**src/rtl/cwie_pkg.sv**
```systemverilog
// Contract
// (RULE1) a call pushes the program counter plus one onto the stack
// (RULE2) a call then loads the target address; it takes two instruction cycles
// (RULE3) byte zero clears every bit of the addressed location, flags untouched
// (RULE4) bit zero clears only the selected bit, other bits and flags untouched
// (RULE5) single watchdog clear resets the counter and zeroes both flags at once; the code keeps a flag that is set in the same cycle
// (RULE6) the two pre-clears act only as an alternating pair, then clear all; the code keeps a flag that is set in the same cycle
// (RULE7) repeating one pre-clear without the other changes nothing
// (RULE8) flags clear only on a watchdog clear, single or paired pre-clears, otherwise hold
// (RULE9) the return stack holds four entries; deeper calls overwrite the oldest
package cwie_pkg;
  localparam int         PC_W         = 11;
  localparam int         DM_AW        = 7;
  localparam int         DW           = 8;
  localparam int         BIT_SEL_W    = 3;
  localparam int         STACK_DEPTH  = 4;
  localparam int         SP_W         = 2;
  localparam logic [DW-1:0] BYTE_ZERO_VAL = 8'h00;
  localparam logic [DW-1:0] MASK_ALL      = 8'hff;
  localparam logic [DW-1:0] MASK_NONE     = 8'h00;
  localparam logic [DW-1:0] MASK_BIT0     = 8'h01;
  localparam logic [PC_W-1:0] PC_ONE      = 11'h001;
  localparam logic [PC_W-1:0] PC_RESET    = 11'h000;
  localparam logic [DM_AW-1:0] ADDR_RESET = 7'h00;
  localparam logic [SP_W-1:0] SP_RESET    = 2'h0;
  localparam logic [SP_W-1:0] SP_ONE      = 2'h1;
  localparam logic       FLAG_RESET   = 1'b0;

  typedef enum logic [2:0] {
    CWIE_OP_NONE,
    CWIE_OP_CALL,
    CWIE_OP_RETURN,
    CWIE_OP_BYTE_ZERO,
    CWIE_OP_BIT_ZERO,
    CWIE_OP_WDT_SINGLE,
    CWIE_OP_WDT_FIRST,
    CWIE_OP_WDT_SECOND
  } cwie_op_t;

  typedef enum logic {CWIE_PH_IDLE, CWIE_PH_CALL_LOAD} cwie_phase_t;

  typedef enum logic [1:0] {CWIE_PRE_NONE, CWIE_PRE_FIRST, CWIE_PRE_SECOND} cwie_pre_t;
endpackage

```
**src/rtl/cwie_exec.sv**
```systemverilog
`timescale 1ns/1ns
`default_nettype none
module cwie_exec
  import cwie_pkg::*;
(
  input  wire logic                 i_mclk,
  input  wire logic                 i_reset_n,
  input  wire logic                 i_instr_valid,
  input  wire cwie_op_t             i_instr_op,
  input  wire logic [PC_W-1:0]      i_pc,
  input  wire logic [PC_W-1:0]      i_call_addr,
  input  wire logic [DM_AW-1:0]     i_mem_addr,
  input  wire logic [BIT_SEL_W-1:0] i_bit_sel,
  input  wire logic                 i_timeout_set,
  input  wire logic                 i_power_down_set,
  output logic                      o_busy,
  output logic                      o_pc_load,
  output logic      [PC_W-1:0]      o_pc_target,
  output logic                      o_ret_valid,
  output logic      [PC_W-1:0]      o_ret_addr,
  output logic      [SP_W-1:0]      o_stack_ptr,
  output logic                      o_mem_we,
  output logic      [DM_AW-1:0]     o_mem_addr,
  output logic      [DW-1:0]        o_mem_wdata,
  output logic      [DW-1:0]        o_mem_wmask,
  output logic                      o_watchdog_counter_clear,
  output logic                      o_timeout_flag,
  output logic                      o_power_down_flag
);
  function automatic logic [PC_W-1:0] pc_next(input logic [PC_W-1:0] pc);
    pc_next = pc + PC_ONE;
  endfunction

  function automatic logic [DW-1:0] bit_mask(input logic [BIT_SEL_W-1:0] sel);
    bit_mask = MASK_BIT0 << sel;
  endfunction

  // reset release through two flops
  logic [1:0] rst_sync_ff;
  logic       rst_n;
  always_ff @(posedge i_mclk or negedge i_reset_n) begin
    if (!i_reset_n) begin
      rst_sync_ff <= 2'h0;
    end else begin
      rst_sync_ff <= {rst_sync_ff[0], 1'b1};
    end
  end
  assign rst_n = rst_sync_ff[1];

  cwie_phase_t     phase_ff;
  cwie_phase_t     nxt_phase;
  logic            accept;
  logic            push;
  logic            pop;
  logic [PC_W-1:0] push_data;

  assign o_busy    = (phase_ff == CWIE_PH_CALL_LOAD);
  assign accept    = i_instr_valid && !o_busy;
  assign push      = accept && (i_instr_op == CWIE_OP_CALL);
  assign pop       = accept && (i_instr_op == CWIE_OP_RETURN);
  assign push_data = pc_next(i_pc); // RULE1

  // call sequencing and program counter load
  logic            pc_load_ff;
  logic            nxt_pc_load;
  logic [PC_W-1:0] target_ff;
  logic [PC_W-1:0] nxt_target;
  logic            ret_valid_ff;
  logic            nxt_ret_valid;

  always_comb begin
    nxt_phase     = CWIE_PH_IDLE;
    nxt_pc_load   = 1'b0;
    nxt_target    = target_ff;
    nxt_ret_valid = pop;
    unique case (phase_ff)
      CWIE_PH_IDLE: begin
        if (push) begin
          nxt_phase  = CWIE_PH_CALL_LOAD; // RULE2
          nxt_target = i_call_addr;
        end
      end
      CWIE_PH_CALL_LOAD: begin
        nxt_pc_load = 1'b1; // RULE2
      end
    endcase
  end

  always_ff @(posedge i_mclk or negedge rst_n) begin
    if (!rst_n) begin
      phase_ff     <= CWIE_PH_IDLE;
      pc_load_ff   <= 1'b0;
      target_ff    <= PC_RESET;
      ret_valid_ff <= 1'b0;
    end else begin
      phase_ff     <= nxt_phase;
      pc_load_ff   <= nxt_pc_load;
      target_ff    <= nxt_target;
      ret_valid_ff <= nxt_ret_valid;
    end
  end

  assign o_pc_load   = pc_load_ff;
  assign o_pc_target = target_ff;
  assign o_ret_valid = ret_valid_ff;

  cwie_stack u_stack (
    .i_clk       (i_mclk),
    .i_rst_n     (rst_n),
    .i_push      (push),
    .i_push_data (push_data),
    .i_pop       (pop),
    .o_pop_data  (o_ret_addr),
    .o_sp        (o_stack_ptr)
  );

  // data memory writes: masked so no read is needed
  logic             mem_we_ff;
  logic             nxt_mem_we;
  logic [DM_AW-1:0] mem_addr_ff;
  logic [DM_AW-1:0] nxt_mem_addr;
  logic [DW-1:0]    mem_mask_ff;
  logic [DW-1:0]    nxt_mem_mask;

  always_comb begin
    nxt_mem_we   = 1'b0;
    nxt_mem_addr = mem_addr_ff;
    nxt_mem_mask = MASK_NONE;
    if (accept && i_instr_op == CWIE_OP_BYTE_ZERO) begin
      nxt_mem_we   = 1'b1;
      nxt_mem_addr = i_mem_addr;
      nxt_mem_mask = MASK_ALL; // RULE3
    end else if (accept && i_instr_op == CWIE_OP_BIT_ZERO) begin
      nxt_mem_we   = 1'b1;
      nxt_mem_addr = i_mem_addr;
      nxt_mem_mask = bit_mask(i_bit_sel); // RULE4
    end
  end

  always_ff @(posedge i_mclk or negedge rst_n) begin
    if (!rst_n) begin
      mem_we_ff   <= 1'b0;
      mem_addr_ff <= ADDR_RESET;
      mem_mask_ff <= MASK_NONE;
    end else begin
      mem_we_ff   <= nxt_mem_we;
      mem_addr_ff <= nxt_mem_addr;
      mem_mask_ff <= nxt_mem_mask;
    end
  end

  assign o_mem_we    = mem_we_ff;
  assign o_mem_addr  = mem_addr_ff;
  assign o_mem_wmask = mem_mask_ff;
  assign o_mem_wdata = BYTE_ZERO_VAL; // RULE3 RULE4

  // watchdog clears and the two flags
  cwie_pre_t pre_ff;
  cwie_pre_t nxt_pre;
  logic      wdt_clr;
  logic      wdt_clr_ff;
  logic      timeout_ff;
  logic      nxt_timeout;
  logic      pdown_ff;
  logic      nxt_pdown;

  always_comb begin
    nxt_pre = pre_ff;
    wdt_clr = 1'b0;
    if (accept) begin
      unique case (i_instr_op)
        CWIE_OP_WDT_SINGLE: wdt_clr = 1'b1; // RULE5
        CWIE_OP_WDT_FIRST: begin
          if (pre_ff == CWIE_PRE_SECOND) begin
            wdt_clr = 1'b1; // RULE6
            nxt_pre = CWIE_PRE_NONE;
          end else begin
            nxt_pre = CWIE_PRE_FIRST; // RULE7
          end
        end
        CWIE_OP_WDT_SECOND: begin
          if (pre_ff == CWIE_PRE_FIRST) begin
            wdt_clr = 1'b1; // RULE6
            nxt_pre = CWIE_PRE_NONE;
          end else begin
            nxt_pre = CWIE_PRE_SECOND; // RULE7
          end
        end
        default: nxt_pre = pre_ff;
      endcase
    end
    // a set in the clearing cycle wins
    nxt_timeout = i_timeout_set || (timeout_ff && !wdt_clr); // RULE8
    nxt_pdown   = i_power_down_set || (pdown_ff && !wdt_clr); // RULE8
  end

  always_ff @(posedge i_mclk or negedge rst_n) begin
    if (!rst_n) begin
      pre_ff     <= CWIE_PRE_NONE;
      wdt_clr_ff <= 1'b0;
      timeout_ff <= FLAG_RESET;
      pdown_ff   <= FLAG_RESET;
    end else begin
      pre_ff     <= nxt_pre;
      wdt_clr_ff <= wdt_clr;
      timeout_ff <= nxt_timeout;
      pdown_ff   <= nxt_pdown;
    end
  end

  assign o_watchdog_counter_clear = wdt_clr_ff;
  assign o_timeout_flag           = timeout_ff;
  assign o_power_down_flag        = pdown_ff;
endmodule
`default_nettype wire

```
**src/rtl/cwie_stack.sv**
```systemverilog
`timescale 1ns/1ns
`default_nettype none
module cwie_stack
  import cwie_pkg::*;
(
  input  wire logic            i_clk,
  input  wire logic            i_rst_n,
  input  wire logic            i_push,
  input  wire logic [PC_W-1:0] i_push_data,
  input  wire logic            i_pop,
  output logic      [PC_W-1:0] o_pop_data,
  output logic      [SP_W-1:0] o_sp
);
  logic [PC_W-1:0] mem_ff [STACK_DEPTH];
  logic [SP_W-1:0] sp_ff;
  logic [SP_W-1:0] nxt_sp;
  logic [PC_W-1:0] rdata_ff;
  logic [PC_W-1:0] nxt_rdata;

  // pointer wraps: a fifth push overwrites the oldest entry
  always_comb begin
    nxt_sp    = sp_ff;
    nxt_rdata = rdata_ff;
    if (i_push) begin
      nxt_sp = sp_ff + SP_ONE; // RULE9
    end else if (i_pop) begin
      nxt_sp    = sp_ff - SP_ONE;
      nxt_rdata = mem_ff[sp_ff - SP_ONE];
    end
  end

  always_ff @(posedge i_clk or negedge i_rst_n) begin
    if (!i_rst_n) begin
      sp_ff    <= SP_RESET;
      rdata_ff <= PC_RESET;
    end else begin
      sp_ff    <= nxt_sp;
      rdata_ff <= nxt_rdata;
    end
  end

  always_ff @(posedge i_clk) begin
    if (i_push) begin
      mem_ff[sp_ff] <= i_push_data; // RULE9
    end
  end

  assign o_pop_data = rdata_ff;
  assign o_sp       = sp_ff;
endmodule
`default_nettype wire

```
**config.mk**
```make
export PLATFORM = sky130hd
export DESIGN_NAME = cwie_exec
export DESIGN_NICKNAME = d
export VERILOG_FILES = /design/src/rtl/cwie_pkg.sv /design/src/rtl/cwie_exec.sv /design/src/rtl/cwie_stack.sv
export SDC_FILE = /design/constraint.sdc
export NUM_CORES = 1
export LEC_CHECK = 0
export ABC_CLOCK_PERIOD_IN_PS = 3400
export BUFFER_PORTS_ARGS = -buffer_cell sky130_fd_sc_hd__buf_2
export CORE_ASPECT_RATIO = 0.9
export CORE_MARGIN = 2
export CORE_UTILIZATION = 30
export DETAILED_ROUTE_END_ITERATION = 10
export SETUP_SLACK_MARGIN = 0.2
export SLEW_MARGIN = 40
export SYNTH_ARGS = -nofsm -noshare
export SYNTH_HDL_FRONTEND = slang
export SYNTH_HIERARCHICAL = 1
export SYNTH_SLANG_ARGS = --single-unit
```
**constraint.sdc**
```tcl
create_clock -name i_mclk -period 3.4 [get_ports i_mclk]
set_input_delay 0.68 -clock i_mclk [delete_from_list [all_inputs] [get_ports i_mclk]]
set_output_delay 0.68 -clock i_mclk [all_outputs]
set_load 0.02 [all_outputs]
```
==> flow_summary_export.csv, run 1 <==
group,metric,value,unit
placement,hpwl,5270,um
cts,root_buffer,"clkbuf_16",
timing,setup_viol,0,
global_route,grt_pass1_wl,11300,um
pwr,internal-power,2.36,mW
cells_and_area,nets,366,
cells_and_area,final_layout_size_suffix_gt1_frac,0.442,
yosys,synth_edf_count,44,
timing,fin_worst_skew,0.00651,ns
timing,tightest_slew,0.605,ns
cells_and_area,antennaDiodeCount,0,
yosys,ys_ff_latch,94,
pwr,swShare,0.303,
drt,wl_per_cell,14.7,um
placement,place.gp.congestion,0.692,
cts,worstSkewPairLatency,0.33,ns
setup_path,crit_buf_inv,2,
global_route,track_usage,0.109,
timing,setup_tns,0,ns
cts,post_cts_resized,0,
yosys,syn_inst,229,
pwr,switchingPower,1.03,mW
yosys,ys_seq_area_frac,0.669,
pwr,combPwrFrac,0.264,
drt,ant_nets,0,
pwr,p_leak,2.01,nW
setup_path,r2r_slack,1.22,ns
timing,maxSlewHeadroom,0.596,
cts,cts_hold_buf,0,
pwr,power_frac_seq,0.431,
die,initial_core_util,0.305,
timing,fin_ws,1.22,ns
cts,clock_sinks,94,
job,drv_cap,0,
setup_path,crit_path_end_kind,"register",
cts,path_clk_slew,0.07,ns
status,status,"finished clean",
pwr,p_per_area,714,nW/um^2
worst_hold_path,hold_class,"in -> async",
die,core,12600,um^2
pwr,ir_worst_vdd,317,uV
pwr,clkPwrFrac,0.305,
timing,hold_violations,0,
setup_path,cpPeakStageDelay,0.64,ns
setup_path,worst_path_max_delay_cell,"ha_1",
cts,cts_buffers,9,
setup_path,reg2regPathDepth,5,
yosys,synth_ff_type,"dfrtp_1",
global_route,grt_overflow,0,
die,die_y,111,um
yosys,synth_area,3840,um^2
setup_path,critical_path.top_delay_family,"multiplexers",
timing,fmax,459,MHz
placement,io_buffers,85,
cts,clockBufferDepth,2,
die,die_x,123,um
drt,routed_wl,7210,um
placement,post-place-ws,0.864,ns
yosys,synth.avg_cell_area,16.8,um^2
cts,htreeDepth,3,
die,dieArea,13700,um^2
setup_path,critPathLaunch,"u_stack/o_sp[0]",
setup_path,cp_max_fo,16,
setup_path,worstSetupStartpointType,"register",
global_route,grt_pass1_vias,2170,
setup_path,crit_chain,"buf_4, inv_1, ha_1, mux4_1, mux2_2",
drt,vias_per_cell,4.39,
global_route,grt_max_degree,49,
cts,cts_setup_buffers,0,
drt,num_vias,2149,
die,rows,39,
drt,drt-initial-drc-count,189,
setup_path,cp.arrival,2.40,ns
setup_path,worstSetupPathType,"reg -> reg",
timing,fin_crit,2.18,ns
timing,rsz0062_at_grt,"no",
setup_path,r2r-end,"u_stack/o_pop_data[9]",
die,ios,94,
yosys,synth_top_area_frac,0.344,
yosys,yosysWarnings,6,
timing,period_share,0.641,
setup_path,required,3.62,ns
cts,cts_tree,"built",
cells_and_area,area_growth,23.2,%
yosys,ys_types,38,
pwr,total_power,3.38,mW
yosys,synthTopCellsByArea,"edfxtp_1 (34%), dfrtp_1 (33%), mux2_2 (6.2%)",
drt,drc,0,
timing,slew_violations,0,
yosys,ys_async_sr_fraction,0.532,
yosys,synth_area_leader_cell,"edfxtp_1",
drt,firstDrtPassIters,4,
setup_path,timing.rr.start,"u_stack/o_sp[0]",
global_route,antenna_found_initial,0,
==> power groups by stage <==
stage	registers, mW	clock network, mW	logic, mW
floorplan	1.63	0	0.467
global placement	1.48	0	0.907
detailed placement	1.48	0	0.911
CTS	1.46	1.06	0.911
global route	1.48	1.12	0.960
finish	1.46	1.03	0.894
==> worst register-to-register path: stages (launching register included) <==
cell     delay, ns
dfrtp_1       0.33
buf_4         0.28
inv_1         0.11
ha_1          0.64
mux4_1        0.42
mux2_2        0.28
==> worst max path at each step <==
stage | slack, ns | endpoint | cells after the start
floorplan | 1.16 | u_stack/o_pop_data[0] | 5
global placement | 0.95 | u_stack/o_pop_data[0] | 6
detailed placement | 0.86 | u_stack/o_pop_data[10] | 6
CTS | 1.19 | u_stack/o_pop_data[9] | 5
global route | 1.07 | u_stack/o_pop_data[9] | 6
finish | 1.22 | u_stack/o_pop_data[9] | 5
==> metrics by stage <==
step           area [um^2]  instances   util  hold WS, ns
2_1_floorplan         3870        236      -        0.331
3_3_place_gp          4420        474  0.351        0.336
3_5_place_dp          4430        474  0.352        0.344
4_1_cts               4740        490  0.376        0.105
5_1_grt               4740        490  0.376       0.0979
6_report              4740        490  0.376        0.114
==> sequential cells by signal, summed over array words and instances (netlist names), 2 cells and up <==
name,flops
u_stack/mem_ff,44
pre_ff,2
u_stack/o_sp,2
rst_sync_ff,2
u_stack/o_pop_data,11
o_pc_target,11
o_mem_wmask,8
o_mem_addr,7
==> cell type report <==
cell class	instances	area, um^2
inverter	7	26.3
clock inverter	7	86.3
sequential	94	2580
timing repair buffer	88	448
multi-input combinational	121	1170
clock buffer	9	225
tap	164	205
fill	1193	7850
==> metal layers <==
metal / vias up / share of wire / global-route usage
met5: - / 0 / 0
met4: 0 / 0.013 / 0.0386
met3: 9 / 0.075 / 0.0287
met2: 70 / 0.45 / 0.166
met1: 1045 / 0.46 / 0.149
li1: 1025 / - / -
==> cells in the mapped netlist (all sizes together), types with 2 or more instances <==
master and number:
nand3b 2, conb 2, and4 3, inv 7
nand2 5, buf 14, ha 5, o31ai 2
nand3 5, edfxtp 44, mux4 11, dfrtp 50
and2 4, o22a 2, nand2b 2, nor2b 3
nand4 2, nand4b 2, o21ai 9, nor2 4
xnor2 9, mux2 29, a21oi 3
==> cell usage in the layout, fill, tap and decap left out, types with 2 or more instances in the layout <==
| cell type | n |
|---|---|
| o31ai_1 | 2 |
| inv_6 | 2 |
| nor2_1 | 4 |
| nand2b_1 | 2 |
| edfxtp_1 | 44 |
| buf_2 | 85 |
| nand3b_1 | 2 |
| mux4_1 | 3 |
| nand4_1 | 2 |
| and4_1 | 3 |
| conb_1 | 9 |
| mux2_2 | 21 |
| a21oi_1 | 3 |
| nand2_1 | 5 |
| mux4_2 | 8 |
| mux2_4 | 8 |
| nand3_1 | 5 |
| inv_8 | 2 |
| inv_1 | 7 |
| o21ai_0 | 9 |
| and2_1 | 4 |
| clkbuf_16 | 9 |
| buf_4 | 3 |
| o22a_1 | 2 |
| nor2b_1 | 3 |
| xnor2_1 | 9 |
| ha_1 | 5 |
| nand4b_1 | 2 |
| dfrtp_1 | 49 |
==> cells by family after synthesis <==
group,synth area share
compound gates,0.0335
xor+xnor,0.0228
fa+ha+maj,0.0163
buf+inv,0.0332
flops,0.669
mux,0.160
other cells,0.00195
simple gates,0.0631
Power figures use the tool's default switching activity.
==> run 2, diff against run 1 <==
- ABC_CLOCK_PERIOD_IN_PS: 3400 -> 1900
- clock period: 3.4 -> 1.9 ns (I/O delays scaled with it)
==> run 2 against run 1 <==
Clock skew is essentially flat; count of clock-buffer cells in the layout unchanged; die area did not move; via count is 4.1% higher; critical path depth unchanged; routed wire length rose by 2.6%; cell area increased by 3.7%; setup slack worse by 0.97 ns; highest routed layer unchanged.
==> flow_summary_export.csv, run 2 (synthesis gave the netlist of run 1 again) <==
group,metric,value,unit
timing,fmax,606,MHz
cells_and_area,largest_reg_flops,44,
die,rows,39,
setup_path,worstSetupStartpointType,"register",
drt,drt-initial-drc-count,135,
pwr,power_frac_seq,0.408,
timing,fin_crit,1.65,ns
drt,drc,0,
setup_path,worst_path_max_delay_cell,"dfrtp_2",
drt,wl_per_cell,14.8,um
placement,hpwl,5110,um
setup_path,required,2.12,ns
cts,cts_tree,"built",
cells_and_area,area_growth,27.8,%
setup_path,r2r-end,"u_stack/o_pop_data[0]",
cells_and_area,antennaDiodeCount,0,
worst_hold_path,hp-start,"i_timeout_set",
pwr,p_leak,2.09,nW
global_route,grt_overflow,0,
pwr,swShare,0.295,
cells_and_area,post-route-util,0.390,
setup_path,cp.arrival,1.87,ns
global_route,grt_max_degree,49,
setup_path,cp-endpoint,"u_stack/o_pop_data[0]",
cts,clock_sinks,94,
drt,routed_wl,7390,um
timing,tightest_slew,0.608,ns
global_route,grt_pass1_vias,2205,
timing,rsz0062_at_grt,"no",
timing,hold_ws,0.256,ns
placement,place_area,4510,um^2
setup_path,crit_path_end_kind,"register",
timing,fin_worst_skew,0.00625,ns
setup_path,r2r_slack,0.25,ns
pwr,combPwrFrac,0.283,
cells_and_area,final_common_cell,"buf_2",
global_route,track_usage,0.111,
pwr,p_per_area,1290,nW/um^2
drt,ant_nets,0,
die,die_y,111,um
setup_path,timing.rr.start,"u_stack/o_sp[1]",
job,drv_cap,0,
setup_path,crit_buf_inv,2,
drt,vias_per_cell,4.48,
pwr,switchingPower,1.86,mW
cts,worstSkewPairLatency,0.33,ns
die,core,12600,um^2
timing,hold_violations,0,
setup_path,reg2regPathDepth,5,
setup_path,critical_path.top_delay_family,"multiplexers",
die,die_x,123,um
timing,slew_violations,0,
placement,io_buffers,85,
timing,setup_viol,0,
cells_and_area,final_cell_mix,"buf_2 (85), dfrtp_1 (46), edfxtp_1 (44)",
cells_and_area,final_layout_size_suffix_gt1_frac,0.497,
cts,root_buffer,"clkbuf_16",
cts,path_clk_slew,0.07,ns
worst_hold_path,hold_class,"in -> reg",
pwr,ir_worst_vdd,477,uV
cts,clockBufferDepth,2,
placement,place.gp.congestion,0.697,
placement,post-place-ws,0.0983,ns
setup_path,crit_chain,"inv_1, ha_4, clkbuf_4, mux4_1, mux2_2",
setup_path,cp.depth,5,
global_route,grt_pass1_wl,11500,um
worst_hold_path,min_path_cells,3,
cells_and_area,stdcell_count,500,
drt,firstDrtPassIters,4,
timing,fin_ws,0.249,ns
cells_and_area,finalInstanceArea,4910,um^2
setup_path,critPathLaunch,"u_stack/o_sp[1]",
timing,setup_tns,0,ns
pwr,internal-power,4.46,mW
setup_path,cp_max_fo,6,
drt,num_vias,2238,
timing,maxSlewHeadroom,0.595,
die,ios,94,
pwr,clkPwrFrac,0.309,
global_route,antenna_found_initial,0,
placement,dp_cells,478,
cts,cts_buffers,9,
cells_and_area,nets,376,
setup_path,cpPeakStageDelay,0.41,ns
setup_path,worstSetupPathType,"reg -> reg",
cells_and_area,num-fill-cells,1209,
die,initial_core_util,0.305,
die,dieArea,13700,um^2
cells_and_area,regMostFlops,"u_stack/mem_ff",
timing,period_share,0.869,
status,status,"finished clean",
pwr,total_power,6.32,mW
cts,htreeDepth,3,
==> run 2: layout make-up <==
class | instances | area [um^2] | share of cell area
inverter | 7 | 28.8 | 0.00586
timing repair buffer | 98 | 538 | 0.110
tap | 164 | 205 | 0.0418
clock inverter | 7 | 105 | 0.0214
sequential | 94 | 2580 | 0.525
clock buffer | 9 | 225 | 0.0458
multi-input combinational | 121 | 1230 | 0.251
==> run 2: metal layers <==
metal | up-vias | GRT usage | routed length, um
met5 | - | 0 | 0
met1 | 1124 | 0.144 | 3240
met3 | 4 | 0.0364 | 530
li1 | 1041 | - | -
met4 | 0 | 0.0273 | 46
met2 | 69 | 0.179 | 3580
==> run 2: how the worst min path moves through the flow <==
stage,endpoint
after detailed placement,rst_sync_ff[0]
after global placement,rst_sync_ff[0]
after global routing,o_power_down_flag
after CTS,o_timeout_flag
final,o_timeout_flag
after floorplan,rst_sync_ff[0]
==> run 2: power by group through the flow <==
stage / sequential (mW) / clock [mW] / combinational [mW]
6_report: 2.58 / 1.95 / 1.79
2_1_floorplan: 2.92 / 0 / 0.922
3_5_place_dp: 2.61 / 0 / 1.75
4_1_cts: 2.58 / 2.02 / 1.75
3_3_place_gp: 2.61 / 0 / 1.71
5_1_grt: 2.61 / 2.11 / 1.94
==> run 2: what timing repair did <==
action	4_1_cts	5_1_grt
hold buffers	1	0
buffers inserted	0	5
setup endpoints to repair	3	57
pin swaps	0	1
resized for setup	0	8
endpoints found under the hold margin	2	0
==> run 2: tightest hold or removal path, cell delays in order <==
cell and delay, ns:
buf_2 0.08, a21oi_1 0.03, o21ai_0 0.06
